<file path="config.mk">
export PLATFORM = sky130hd
export DESIGN_NAME = rpo_reset_pads
export DESIGN_NICKNAME = d
export VERILOG_FILES = /design/src/rpo_pkg.sv /design/src/rpo_opt_if.sv /design/src/rpo_opt_loader.sv /design/src/rpo_reset_pads.sv
export VERILOG_INCLUDE_DIRS = /design/src
export SDC_FILE = /design/constraint.sdc
export NUM_CORES = 1
export LEC_CHECK = 0
export BUFFER_PORTS_ARGS = -buffer_cell sky130_fd_sc_hd__clkbuf_2
export CORE_MARGIN = 2
export CORE_UTILIZATION = 44
export CTS_CLUSTER_SIZE = 30
export DETAILED_ROUTE_END_ITERATION = 10
export PLACE_DENSITY_LB_ADDON = 0.05
export SLEW_MARGIN = 20
export SYNTH_ARGS = -nofsm -noshare
export SYNTH_HDL_FRONTEND = slang
export SYNTH_SLANG_ARGS = --single-unit
</file>
<file path="constraint.sdc">
create_clock -name ref_clk -period 1.9 [get_ports ref_clk]
set_input_delay 0.38 -clock ref_clk [delete_from_list [all_inputs] [get_ports ref_clk]]
set_output_delay 0.38 -clock ref_clk [all_outputs]
set_load 0.005 [all_outputs]
</file>
<file path="src/rpo_defs.svh">
// Constants for the reset pad sequencer and option decoder
`ifndef RPO_DEFS_SVH
`define RPO_DEFS_SVH

// ----------------------------------------------------------------
// Option word field positions and factory defaults
// ----------------------------------------------------------------
`define RPO_OPT_SUPPLY_BIT   0
`define RPO_OPT_OSCMARG_BIT  1
`define RPO_OPT_WDOG_BIT     2
`define RPO_OPT_WIDTH        3
`define RPO_OPT_DEFAULT      3'h7

// ----------------------------------------------------------------
// Timing: RC oscillator cycles
// ----------------------------------------------------------------
`define RPO_RST_HOLD_CYC     40
`define RPO_PH3_MIN_CYC      40
`define RPO_CNT_WIDTH        6

// ----------------------------------------------------------------
// Trace pad count
// ----------------------------------------------------------------
`define RPO_TRACE_DATA_W     4

`endif

</file>
<file path="src/rpo_pkg.sv">
// Types for the reset pad sequencer and option decoder
package rpo_pkg;

  typedef enum logic [2:0] {
    RPO_POWERUP = 3'b000,
    RPO_PHASE1  = 3'b001,
    RPO_PHASE2  = 3'b010,
    RPO_PHASE3  = 3'b011,
    RPO_RUN     = 3'b100
  } rpo_phase_e;

  typedef struct packed {
    logic supply_level_select;
    logic osc_high_margin;
    logic watchdog_enable;
  } rpo_opt_s;

endpackage

</file>
<file path="src/rpo_opt_if.sv">
// Option load handshake between sequencer and option loader
interface rpo_opt_if;
  logic       load_start;
  logic       load_done;
  logic [2:0] opt_word;

  modport seq (output load_start, input load_done, input opt_word);
  modport ldr (input load_start, output load_done, output opt_word);
endinterface

</file>
<file path="src/rpo_opt_loader.sv">
// Captures the user option word from nonvolatile shadow memory
`include "rpo_defs.svh"

module rpo_opt_loader (
  input  wire logic                     ref_clk,
  input  wire logic                     reset_n,
  input  wire logic                     nvm_valid,
  input  wire logic [`RPO_OPT_WIDTH-1:0] user_option_word,
  rpo_opt_if.ldr                        opt
);

  logic                      done_q;
  logic [`RPO_OPT_WIDTH-1:0] word_q;

  // ----------------------------------------------------------------
  // Capture once per reset, defaults kept until then
  // ----------------------------------------------------------------
  always_ff @(posedge ref_clk) begin
    if (!reset_n) begin
      done_q <= 1'b0;
      word_q <= `RPO_OPT_DEFAULT; // [RULE_12]
    end else if (opt.load_start && !done_q && nvm_valid) begin
      done_q <= 1'b1;
      word_q <= user_option_word; // [RULE_12]
    end
  end

  assign opt.load_done = done_q;
  assign opt.opt_word  = word_q;
endmodule

</file>
<file path="src/rpo_reset_pads.sv">
// Reset phase pad controller and user option decoder
//
// Function
// [RULE_01] Under reset every pad takes a fixed setup that software cannot alter.
// [RULE_02] In the power-up phase every pad driver is high impedance.
// [RULE_03] After power-up all pads stay high impedance except the listed ones.
// [RULE_04] The boot-select pad is pulled down so fetch starts from flash.
// [RULE_05] Out of reset the listed port pads are inputs with weak pull-ups.
// [RULE_06] The reset pad is driven low until 40 RC cycles after phase two ends.
// [RULE_07] Phase three lasts at least 40 RC cycles.
// [RULE_08] Under reset the trace and event pads are forced to output; the code leaves them high impedance in the power-up phase.
// [RULE_09] Supply option 0 means a 5.0 V supply and 1 means 3.3 V.
// [RULE_10] Oscillator option 0 is low consumption and 1 is high margin.
// [RULE_11] Watchdog option 0 leaves the watchdog off after reset.
// [RULE_12] Each option bit defaults to 1 and the programmed value is honoured.
// [RULE_13] Watchdog option 1 starts the watchdog enabled after reset.
// [RULE_14] Options are loaded during reset before the reset pad is released.
`include "rpo_defs.svh"

module rpo_reset_pads #(
  parameter int HOLD_CYC  = `RPO_RST_HOLD_CYC,
  parameter int PH3_CYC   = `RPO_PH3_MIN_CYC,
  parameter int TRACE_W   = `RPO_TRACE_DATA_W
) (
  input  wire logic                      ref_clk,
  input  wire logic                      reset_n,
  input  wire logic                      fast_internal_rc_osc,
  input  wire logic                      power_up_done,
  input  wire logic                      phase1_done,
  input  wire logic                      phase2_done,
  input  wire logic                      nvm_valid,
  input  wire logic [`RPO_OPT_WIDTH-1:0] user_option_word,
  input  wire logic                      sw_pad_override,
  output logic                           reset_pad_out,
  output logic                           reset_pad_oe_n,
  output logic                           boot_source_select_pad_pd,
  output logic                           pullup_pads_wpu,
  output logic                           pullup_pads_ibe,
  output logic                           all_pads_hiz,
  output logic [TRACE_W-1:0]             trace_data_out_oe_n,
  output logic                           trace_clock_out_oe_n,
  output logic                           debug_event_out_oe_n,
  output logic                           trace_msg_start_end_oe_n,
  output logic                           supply_level_select,
  output logic                           osc_high_margin,
  output logic                           watchdog_enable,
  output rpo_pkg::rpo_phase_e            phase,
  output logic                           core_run
);
  import rpo_pkg::*;

  localparam logic [`RPO_CNT_WIDTH-1:0] HOLD_LAST =
    `RPO_CNT_WIDTH'(HOLD_CYC - 1);
  localparam logic [`RPO_CNT_WIDTH-1:0] PH3_LAST =
    `RPO_CNT_WIDTH'(PH3_CYC - 1);

  rpo_opt_if opt_if ();

  rpo_opt_loader u_loader (
    .ref_clk          (ref_clk),
    .reset_n          (reset_n),
    .nvm_valid        (nvm_valid),
    .user_option_word (user_option_word),
    .opt              (opt_if.ldr)
  );

  // ----------------------------------------------------------------
  // RC oscillator edge detect, one-cycle enable
  // ----------------------------------------------------------------
  logic rc_q;
  logic rc_tick;

  always_ff @(posedge ref_clk) begin
    if (!reset_n) rc_q <= 1'b0;
    else rc_q <= fast_internal_rc_osc;
  end

  assign rc_tick = fast_internal_rc_osc && !rc_q;

  // ----------------------------------------------------------------
  // Phase sequencer
  // ----------------------------------------------------------------
  rpo_phase_e                phase_q;
  rpo_phase_e                phase_d;
  logic [`RPO_CNT_WIDTH-1:0] cnt_q;
  logic                      hold_done_q;
  logic                      ph3_done_q;

  always_comb begin
    phase_d = phase_q;
    unique case (phase_q)
      RPO_POWERUP: if (power_up_done) phase_d = RPO_PHASE1;
      RPO_PHASE1:  if (phase1_done) phase_d = RPO_PHASE2;
      RPO_PHASE2:  if (phase2_done) phase_d = RPO_PHASE3;
      // Leave only after count and option load both complete
      RPO_PHASE3:  if (ph3_done_q && hold_done_q && opt_if.load_done) begin
        phase_d = RPO_RUN; // [RULE_07] [RULE_14]
      end
      RPO_RUN:     phase_d = RPO_RUN;
      default:     phase_d = RPO_POWERUP;
    endcase
  end

  always_ff @(posedge ref_clk) begin
    if (!reset_n) phase_q <= RPO_POWERUP;
    else phase_q <= phase_d;
  end

  // Counts RC cycles from the end of phase two
  always_ff @(posedge ref_clk) begin
    if (!reset_n || phase_q != RPO_PHASE3) begin
      cnt_q       <= '0;
      hold_done_q <= 1'b0;
      ph3_done_q  <= 1'b0;
    end else if (rc_tick) begin
      if (cnt_q != '1) cnt_q <= cnt_q + 1'b1;
      if (cnt_q == HOLD_LAST) hold_done_q <= 1'b1; // [RULE_06]
      if (cnt_q == PH3_LAST) ph3_done_q <= 1'b1;   // [RULE_07]
    end
  end

  assign opt_if.load_start = (phase_q != RPO_POWERUP); // [RULE_14]

  // ----------------------------------------------------------------
  // Pad configuration, independent of software while in reset
  // ----------------------------------------------------------------
  logic in_reset;
  logic pwr;
  assign in_reset = (phase_d != RPO_RUN);
  assign pwr      = (phase_d == RPO_POWERUP);

  always_ff @(posedge ref_clk) begin
    if (!reset_n) begin
      all_pads_hiz              <= 1'b1;
      reset_pad_out             <= 1'b0;
      reset_pad_oe_n            <= 1'b1;
      boot_source_select_pad_pd <= 1'b0;
      pullup_pads_wpu           <= 1'b0;
      pullup_pads_ibe           <= 1'b0;
      trace_data_out_oe_n       <= '1;
      trace_clock_out_oe_n      <= 1'b1;
      debug_event_out_oe_n      <= 1'b1;
      trace_msg_start_end_oe_n  <= 1'b1;
    end else begin
      // Software override only acts once out of reset
      all_pads_hiz   <= in_reset || !sw_pad_override; // [RULE_01] [RULE_03]
      reset_pad_out  <= 1'b0;
      reset_pad_oe_n <= pwr || !in_reset; // [RULE_02] [RULE_06]
      boot_source_select_pad_pd <= !pwr && in_reset;  // [RULE_04]
      pullup_pads_wpu <= !pwr;                         // [RULE_05]
      pullup_pads_ibe <= !pwr;                         // [RULE_05]
      trace_data_out_oe_n      <= {TRACE_W{pwr || !in_reset}}; // [RULE_08]
      trace_clock_out_oe_n     <= pwr || !in_reset;  // [RULE_08]
      debug_event_out_oe_n     <= pwr || !in_reset;  // [RULE_08]
      trace_msg_start_end_oe_n <= pwr || !in_reset;  // [RULE_08]
    end
  end

  // ----------------------------------------------------------------
  // Option decode and status
  // ----------------------------------------------------------------
  rpo_opt_s opt_s;
  // Fields picked by position, struct member order differs
  assign opt_s = rpo_opt_s'{
    supply_level_select: opt_if.opt_word[`RPO_OPT_SUPPLY_BIT],
    osc_high_margin:     opt_if.opt_word[`RPO_OPT_OSCMARG_BIT],
    watchdog_enable:     opt_if.opt_word[`RPO_OPT_WDOG_BIT]
  };

  always_ff @(posedge ref_clk) begin
    if (!reset_n) begin
      supply_level_select <= 1'b1;
      osc_high_margin     <= 1'b1;
      watchdog_enable     <= 1'b1;
      phase               <= RPO_POWERUP;
      core_run            <= 1'b0;
    end else begin
      supply_level_select <= opt_s.supply_level_select; // [RULE_09]
      osc_high_margin     <= opt_s.osc_high_margin;     // [RULE_10]
      watchdog_enable     <= opt_s.watchdog_enable;     // [RULE_11] [RULE_13]
      phase               <= phase_d;
      core_run            <= !in_reset;
    end
  end
endmodule

</file>
==> results of run 1 <==
==> cells in the final DEF (no fill, tap or decap), types with 2 or more instances in the layout <==
cell / instances
mux2i_1: 2
clkbuf_4: 3
nand3_1: 4
a311oi_1: 2
nand2b_1: 7
nor3b_1: 2
nor2_1: 4
o21a_1: 3
clkbuf_2: 29
mux2_4: 3
o21ai_0: 3
a31oi_1: 2
inv_1: 6
a211oi_1: 2
nor4_1: 2
nand2_1: 5
dfxtp_1: 23
==> power groups by stage <==
stage          registers, mW  clock network, mW  logic [mW]
2_1_floorplan          0.526                  0      0.0882
3_3_place_gp           0.537                  0      0.0938
3_5_place_dp           0.538                  0      0.0948
4_1_cts                0.528              0.236      0.0949
5_1_grt                0.531              0.253       0.105
6_report               0.527              0.224      0.0929
==> worst min path at each step <==
stage                     cells past startpoint                  end  slack, ns
after floorplan                               1      osc_high_margin       0.40
after global placement                        1  supply_level_select       0.42
after detailed placement                      1      osc_high_margin       0.42
after CTS                                     2         all_pads_hiz       0.24
after global routing                          2         all_pads_hiz       0.24
final                                         2         all_pads_hiz       0.25
==> routing by layer <==
layer	wire, µm	GRT usage	share of wire
met2	802	0.216	0.46
met3	95	0.0282	0.054
met1	848	0.181	0.48
met5	0	0	0
met4	14	0.0513	0.0080
==> cell families (layout without fill, tap and decap cells) <==
kind of cell | after synthesis | count (layout) | synth area share
and+or+nand+nor | 37 | 37 | 0.230
AOI/OAI and AO/OA | 19 | 19 | 0.155
other | 1 | 1 | 0.00350
buffers and inverters | 18 | 39 | 0.109
adders and majority gates | 1 | 1 | 0.0117
DFF | 23 | 23 | 0.430
muxes | 5 | 5 | 0.0607
==> layout make-up <==
class	instances	share of cell area
inverter	6	0.0190
clock buffer	3	0.0190
timing repair buffer	29	0.122
sequential	23	0.389
tap	28	0.0296
clock inverter	1	0.00422
multi-input combinational	63	0.417
==> metrics by stage <==
step           instance area [µm²]  hold WS [ns]  total power [mW]  cells
3_5_place_dp                  1160         0.421             0.633    149
5_1_grt                       1180         0.244             0.889    153
6_report                      1180         0.246             0.844    153
2_1_floorplan                 1070         0.405             0.614    104
4_1_cts                       1180         0.239             0.859    153
3_3_place_gp                  1160         0.422             0.631    149
==> results by group, run 1 <==
Timing
  • Worst Max-Slew Pin Slew: 0.505 ns
  • Period utilisation layout: 0.811
  • Worst Slack Setup Final: 0.359 ns
  • Final setup viols: 0
  • Slew Viols, Final: 0
  • Slew Limit Headroom: 0.663
  • Min Tclk post-route: 1.54 ns
  • Final Hold Fails: 0
  • Setup Skew: 0.00313 ns
  • Total negative slack: 0 ns
  • Unrepaired setup endpoints after global routing: no
  • Fmax: 649 MHz

Detailed routing
  • DRT Pass-1 Iters: 4
  • WL final: 1760 µm
  • Post-route DRC: 0
  • Iteration-0 DRC Markers: 6
  • Routed WL per cell: 11.5 µm
  • Vias: 789
  • Via/cell ratio: 5.16
  • Final ANT Viol Nets: 0

Clock tree
  • CTS Buffer Depth: 2
  • H-tree levels: 1
  • Clock Tree Root: clkbuf_4
  • Post-CTS setup buffer count: 0
  • Worst-Skew Late Latency: 0.30 ns
  • Total CTS buffers: 3
  • Clock slew at reported path FFs: 0.13 ns
  • Hold_buf cts: 0
  • Sink Count: 23
  • TritonCTS clock tree: done
  • Post-CTS Resized: 0

Layout
  • Area grow syn2layout: 10.6%
  • Multi-input gate area: 494 µm²
  • Fin nets: 138
  • N_diodes: 0
  • Largest Register: cnt_q
  • Fill count: 240
  • Largest register FFs: 6
  • Final core utilization: 0.526
  • Register area: 460 µm²
  • Layout cells sized above 1: 0.344

GRT
  • Vias in the first global route: 627
  • All-Layer GR Usage: 0.137
  • Largest net degree at the start of global routing: 16
  • Antenna violations before repair: 0
  • First-pass GRT wire length: 2810 µm
  • GRT Residual Overflow: 0

Floorplan
  • Row cnt: 17
  • Die Area: 2840 µm²
  • Core area: 2250 µm²
  • Initial core utilization: 0.475
  • IO Count: 31
  • Die Y-Extent: 53.3 µm
  • Die W: 53.3 µm

Yosys
  • Post-synth top area cell: dfxtp_1
  • Area contributors post-synth: dfxtp_1 43%, buf_4 7.7%, mux2_4 4.2%
  • Mapped Cells: 104
  • Syn nets: 116
  • Unique masters post-synth: 39
  • Top_reg_cell synth: dfxtp_1
  • Fraction of registers with async set/reset: 0
  • Post-synth top cells: 23 x dfxtp_1, 11 x buf_4, 7 x nand2b_1
  • Synth Register Bits: 23
  • Number of synthesized flops with an enable pin: 0
  • Synth top area share: 0.430
  • Syn Area/Cell: 10.3 µm²
  • Mapped Area: 1070 µm²
  • Seq/Total Area, Yosys: 0.430
  • Most frequent cell after synthesis: dfxtp_1
  • Yosys Warn Count: 0

Setup path
  • Worst setup path end: phase[1]
  • Worst EP required: 1.52 ns
  • Worst-path fanout max: 13
  • Setup Crit Path Kind: reg2out
  • R2R Path End: u_loader.opt.opt_word[2]
  • Worst-case reg-to-reg path depth: 3
  • Sequence of cells on the critical path: clkbuf_2
  • RR Startpoint: phase[1]
  • Worst path max stage delay: 0.66 ns
  • CP startpoint: phase[1]
  • R2R setup slack: 0.52 ns
  • Worst path depth: 1
  • Startpoint types: register
  • Worst path bufs/invs: 1
  • Crit. End Element: primary output
  • CP top delay family: flip-flops
  • Worst path slowest cell: dfxtp_1
  • Crit path arrival time: 1.16 ns

Power and ir drop
  • Net Sw Frac: 0.250
  • Pwr/cell area: 712 nW/µm²
  • Sw Pwr: 0.211 mW
  • Register share of total power: 0.625
  • Max IR drop VDD: 383 µV
  • Leakage power: 0.498 nW
  • Part of the power in combinational logic: 0.110
  • Clock share of power: 0.265
  • Internal power: 0.632 mW

Hold path
  • Worst Hold Class: in2reg
  • Hold_sp: sw_pad_override

Outcome
  • Status: completed

Placement
  • Post-DP HPWL: 1350 µm
  • Buffers on Ports: 29
  • GP Congestion: 0.779
  • Setup WS pre-CTS: 0.518 ns

Flow run
  • Total of max-cap violations: 0
Note: power is estimated with default switching activity, not from simulation.
==> run 2: changes to the inputs <==
==> constraint.sdc (replaced) <==
create_clock -name ref_clk -period 1.32 [get_ports ref_clk]
set_input_delay 0.264 -clock ref_clk [delete_from_list [all_inputs] [get_ports ref_clk]]
set_output_delay 0.264 -clock ref_clk [all_outputs]
set_load 0.005 [all_outputs]
==> run 2 against run 1 <==
Worst hold slack worse by 0.12 ns. Sequential cell count stayed put. Clock-buffer cell count stayed put. Critical path depth is 1 higher. First-iteration DRC count grew to 3.0 times the previous value. Utilization is 3.2 points higher. Routed wire length is 5.6% higher. Final cell count is 4.6% higher. Power is 47% higher. Global-route usage is 1.7 points higher. Via count is 1.0% higher. Sequential share of layout area is 1.7 points lower. Largest cell class unchanged. Largest power group unchanged. Highest routed layer unchanged.
==> results by group, run 2 (synthesis results as in run 1) <==
Power and ir drop
  • Pwr/cell area: 984 nW/µm² (+38%)
  • Total Power: 1.24 mW (+47%)
  • Max IR drop VDD: 555 µV (+45%)
  • Net Sw Frac: 0.250 (about the same)
  • Leakage power: 0.532 nW (+6.9%)
  • Register share of total power: 0.604 (-0.021)
  • Part of the power in combinational logic: 0.133 (+0.023)
  • Clock share of power: 0.262 (-0.003)
  • Sw Pwr: 0.310 mW (+47%)
  • Internal power: 0.927 mW (+47%)

Setup path
  • R2R Path End: cnt_q[0]
  • Worst-case reg-to-reg path depth: 3 (unchanged)
  • R2R setup slack: 0.08 ns (-0.44 ns)
  • Crit. End Element: primary output
  • Worst-path fanout max: 9 (-4)
  • Setup Crit Path Kind: reg2out
  • RR Startpoint: cnt_q[3]
  • Crit path arrival time: 0.98 ns (-0.18 ns)
  • CP startpoint: phase[1]
  • Worst EP required: 1.06 ns (-0.46 ns)
  • Startpoint types: register

Hold path
  • Hold_sp: sw_pad_override
  • Worst Hold Class: in2reg
  • Hold Path End: all_pads_hiz
  • Hold depth: 2 (unchanged)

Clock tree
  • Hold_buf cts: 0 (unchanged)
  • Worst-Skew Late Latency: 0.31 ns (about the same)
  • Clock Tree Root: clkbuf_4
  • Total CTS buffers: 3 (unchanged)
  • H-tree levels: 1 (unchanged)
  • CTS Buffer Depth: 2 (unchanged)
  • Clock slew at reported path FFs: 0.13 ns (about the same)
  • Post-CTS setup buffer count: 0 (unchanged)
  • TritonCTS clock tree: done
  • Sink Count: 23 (unchanged)

Detailed routing
  • Iteration-0 DRC Markers: 18 (+12)
  • DRT Pass-1 Iters: 4 (unchanged)
  • Via/cell ratio: 4.98 (-3.4%)
  • Routed WL per cell: 11.6 µm (+1.0%)
  • Vias: 797 (+1.0%)
  • Final ANT Viol Nets: 0 (unchanged)
  • Post-route DRC: 0 (unchanged)
  • WL final: 1860 µm (+5.6%)

Floorplan
  • Core area: 2250 µm² (unchanged)
  • Initial core utilization: 0.475 (unchanged)
  • Die W: 53.3 µm (unchanged)
  • IO Count: 31 (unchanged)
  • Die Y-Extent: 53.3 µm (unchanged)
  • Die Area: 2840 µm² (unchanged)
  • Row cnt: 17 (unchanged)

Layout
  • Final core utilization: 0.558 (+0.0322)
  • Commonest non-fill, non-tap cell in the layout: clkbuf_2
  • Largest Register: cnt_q
  • Largest register FFs: 6 (unchanged)
  • Fin nets: 145 (+5.1%)
  • N_diodes: 0 (unchanged)
  • Fill count: 220 (-8.3%)
  • Area grow syn2layout: 17.4%
  • Commonest non-fill, non-tap cells in the layout: 29 x clkbuf_2, 20 x dfxtp_1, 7 x nand2b_1, 7 x buf_4, 6 x inv_1
  • Layout cells sized above 1: 0.417 (+0.0727)

Timing
  • Final Hold Fails: 0 (unchanged)
  • Setup Skew: 0.00216 ns (-0.000971 ns)
  • Min Tclk post-route: 1.25 ns
  • Total negative slack: 0 ns (unchanged)
  • Worst Slack Setup Final: 0.0715 ns (-0.288 ns)
  • Final setup viols: 0 (unchanged)
  • Slew Viols, Final: 0 (unchanged)
  • Period utilisation layout: 0.946
  • Fmax: 801 MHz
  • Unrepaired setup endpoints after global routing: no

Flow run
  • Total of max-cap violations: 0 (unchanged)

Placement
  • GP Congestion: 0.816 (+4.7%)
  • Post-DP HPWL: 1460 µm (+8.0%)
  • Buffers on Ports: 29 (unchanged)
  • Setup WS pre-CTS: 0.0294 ns (-0.488 ns)

GRT
  • Vias in the first global route: 709 (+13%)
  • First-pass GRT wire length: 3110 µm (+11%)
  • All-Layer GR Usage: 0.154 (+0.0172)
  • GRT Residual Overflow: 0 (unchanged)
  • Antenna violations before repair: 0 (unchanged)
  • Largest net degree at the start of global routing: 14 (-2)

Outcome
  • Status: completed
run 2: routing by layer:
metal  global-route usage  share of wire  up-vias
met1                0.196           0.47      349
met3               0.0282          0.053        4
met2                0.239           0.47       27
li1                     -              -      417
met4               0.0897          0.012        0
met5                    0              0        -
run 2: cell type report:
| class | instances | area, µm² | area share |
|---|---|---|---|
| sequential | 23 | 467 | 0.371 |
| tap | 28 | 35.0 | 0.0279 |
| clock inverter | 1 | 5.00 | 0.00398 |
| clock buffer | 3 | 22.5 | 0.0179 |
| timing repair buffer | 36 | 198 | 0.157 |
| inverter | 6 | 22.5 | 0.0179 |
| multi-input combinational | 63 | 508 | 0.404 |
run 2: per-stage QoR:
| stage | cells | cell area [µm²] | hold slack, ns |
|---|---|---|---|
| floorplan | 104 | 1070 | 0.353 |
| global placement | 156 | 1210 | 0.428 |
| detailed placement | 156 | 1210 | 0.424 |
| CTS | 160 | 1240 | 0.117 |
| global route | 160 | 1260 | 0.140 |
| finish | 160 | 1260 | 0.128 |
run 2: power by group through the flow:
stage / Sequential, mW / Combinational, mW / Clock, mW
2_1_floorplan: 0.757 / 0.127 / 0
3_3_place_gp: 0.762 / 0.165 / 0
3_5_place_dp: 0.763 / 0.167 / 0
4_1_cts: 0.749 / 0.167 / 0.343
5_1_grt: 0.755 / 0.186 / 0.369
6_report: 0.747 / 0.165 / 0.325
run 2: worst max path at each step:
stage                     endpoint  slack, ns
final                     phase[1]       0.07
after floorplan           cnt_q[4]       0.12
after global routing      phase[1]      0.009
after CTS                 cnt_q[4]      0.002
after global placement    cnt_q[4]       0.08
after detailed placement  cnt_q[4]       0.03
run 2: timing repair:
item | CTS | global route
hold endpoints to repair | 0 | 0
endpoints found under the setup margin | 2 | 5
gates resized for setup | 2 | 5
run 2: worst max-delay path: stages (launching register included):
cell      delay, ns
dfxtp_2        0.40
buf_4          0.16
clkbuf_2       0.11
==> run 3: changes to the inputs <==
--- a/config.mk
+++ b/config.mk
@@ -7,11 +7,13 @@
 export NUM_CORES = 1
 export LEC_CHECK = 0
 export BUFFER_PORTS_ARGS = -buffer_cell sky130_fd_sc_hd__clkbuf_2
+export CELL_PAD_IN_SITES_DETAIL_PLACEMENT = 0
+export CELL_PAD_IN_SITES_GLOBAL_PLACEMENT = 1
 export CORE_MARGIN = 2
-export CORE_UTILIZATION = 44
+export CORE_UTILIZATION = 34
 export CTS_CLUSTER_SIZE = 30
 export DETAILED_ROUTE_END_ITERATION = 10
-export PLACE_DENSITY_LB_ADDON = 0.05
+export PLACE_DENSITY_LB_ADDON = 0.1
 export SLEW_MARGIN = 20
 export SYNTH_ARGS = -nofsm -noshare
 export SYNTH_HDL_FRONTEND = slang
==> run 3 against run 2 <==
Non-clock buffer count increased by 1. Clock-buffer cell count up 1. Combinational power shrank 2%. Sequential share of layout area fell by 0.88 points. Via count is 1.1% higher. Critical path type unchanged. Largest cell class unchanged.
==> results by group, run 3 (synthesis results as in run 1) <==
Detailed routing
  • Post-route DRC: 0 (unchanged)
  • Via/cell ratio: 4.55 (-8.6%)
  • WL final: 1870 µm (+0.32%)
  • Vias: 806 (+1.1%)
  • DRT Pass-1 Iters: 4 (unchanged)
  • Routed WL per cell: 10.5 µm (-9.3%)
  • Iteration-0 DRC Markers: 20 (+2)
  • Final ANT Viol Nets: 0 (unchanged)

Flow run
  • Total of max-cap violations: 0 (unchanged)

Placement
  • Placed inst area: 1240 µm² (+2.3%)
  • Post-DP HPWL: 1470 µm (+0.81%)
  • Buffers on Ports: 29 (unchanged)
  • Setup WS pre-CTS: 0.00192 ns (-0.0275 ns)
  • GP Congestion: 0.766 (-6.1%)

Layout
  • Register area: 464 µm² (-0.54%)
  • Commonest non-fill, non-tap cells in the layout: 29 x clkbuf_2, 20 x dfxtp_1, 8 x buf_4
  • Largest Register: cnt_q
  • Layout cells sized above 1: 0.414 (-0.00313)
  • Largest register FFs: 6 (unchanged)
  • Final core utilization: 0.423 (-0.135)
  • Fin nets: 146 (+0.69%)
  • Multi-input gate area: 508 µm² (unchanged)
  • N_diodes: 0 (unchanged)
  • Fill count: 307 (+40%)
  • Commonest non-fill, non-tap cell in the layout: clkbuf_2
  • Area grow syn2layout: 19.6%
  • Final non-filler cell area: 1280 µm² (+1.9%)

Floorplan
  • Row cnt: 20 (+3)
  • Die Y-Extent: 60.1 µm (+13%)
  • Die Area: 3620 µm² (+27%)
  • IO Count: 31 (unchanged)
  • Initial core utilization: 0.354 (-0.121)
  • Core area: 3030 µm² (+34%)
  • Die W: 60.1 µm (+13%)

Timing
  • Final Hold Fails: 0 (unchanged)
  • Slew Viols, Final: 0 (unchanged)
  • Final setup viols: 0 (unchanged)
  • Min Tclk post-route: 1.26 ns (+0.00896 ns)
  • Worst Slack Setup Final: 0.0625 ns (-0.00896 ns)
  • Fmax: 795 MHz (-0.71%)
  • Hold WS: 0.139 ns (+0.0110 ns)
  • Setup Skew: 0.00300 ns (+0.000843 ns)
  • Period utilisation layout: 0.953 (+0.00679)

GRT
  • Largest net degree at the start of global routing: 13 (-1)
  • GRT Residual Overflow: 0 (unchanged)
  • Routing usage on met3: 0.0476 (+0.0194)
  • Vias in the first global route: 691 (-2.5%)
  • Met1 Usage GRT: 0.145 (-0.0506)
  • All-Layer GR Usage: 0.113 (-0.0408)
  • First-pass GRT wire length: 3010 µm (-3.3%)
  • Busiest metal layer after global routing: met2
  • Met2 usage in global routing: 0.174 (-0.0648)
  • Antenna violations before repair: 0 (unchanged)

Setup path
  • Worst-path fanout max: 6 (-3)
  • Crit path arrival time: 0.99 ns (about the same)
  • Startpoint types: register
  • Worst EP required: 1.06 ns (about the same)
  • R2R setup slack: 0.11 ns (+0.03 ns)
  • Crit. End Element: primary output
  • Setup Crit Path Kind: reg2out

Clock tree
  • Clock slew at reported path FFs: 0.12 ns (about the same)
  • CTS Buffer Depth: 2 (unchanged)
  • Post-CTS setup buffer count: 0 (unchanged)
  • Total CTS buffers: 3 (unchanged)
  • H-tree levels: 1 (unchanged)
  • TritonCTS clock tree: done
  • Worst-Skew Late Latency: 0.30 ns (about the same)
  • Clock Tree Root: clkbuf_4
  • Sink Count: 23 (unchanged)

Outcome
  • Status: completed

Hold path
  • Worst Hold Class: in2reg

Power and ir drop
  • Max IR drop VDD: 558 µV (+0.62%)
  • Pwr/cell area: 956 nW/µm² (-2.8%)
  • Total Power: 1.22 mW (-0.98%)
  • Leakage power: 0.535 nW (+0.46%)
run 3: metal layers:
layer,share of wire,vias up
li1,-,416
met1,0.48,373
met2,0.46,15
met3,0.053,2
met4,0.0086,0
met5,0,-
run 3: worst max-delay path, cell delays in order (launching register included):
cell      delay [ns]
dfxtp_2         0.44
buf_4           0.16
clkbuf_2        0.10
run 3: final timing paths:
check	start	end	depth (start not counted)
hold / removal	sw_pad_override	all_pads_hiz	2
hold reg to reg	u_loader.opt.opt_word[1]	osc_high_margin	1
setup reg to reg	cnt_q[0]	cnt_q[3]	4
setup / recovery	phase[1]	phase[1]	2
run 3: metrics by stage:
stage | setup TNS, ns | instances
4_1_cts | 0 | 177
3_3_place_gp | 0 | 173
5_1_grt | -0.00646 | 177
2_1_floorplan | 0 | 104
3_5_place_dp | 0 | 173
6_report | 0 | 177
run 3: final cells by class:
type                    count  area share
repair buffers             37       0.160
inverters                   6      0.0176
clock buffers               4      0.0205
well taps                  44      0.0430
flip-flops and latches     23       0.362
multi-input cells          63       0.396
run 3: timing repair:
item / in CTS / in global routing
cloned: 0 / 0
hold buffers: 0 / 0
pin swaps: 0 / 1
resized for setup: 3 / 3
setup endpoints to repair: 3 / 2
run 3: where the power goes:
group | internal, mW | switching [mW]
sequential | 0.723 | 0.0281
clock | 0.118 | 0.195
combinational | 0.0910 | 0.0704
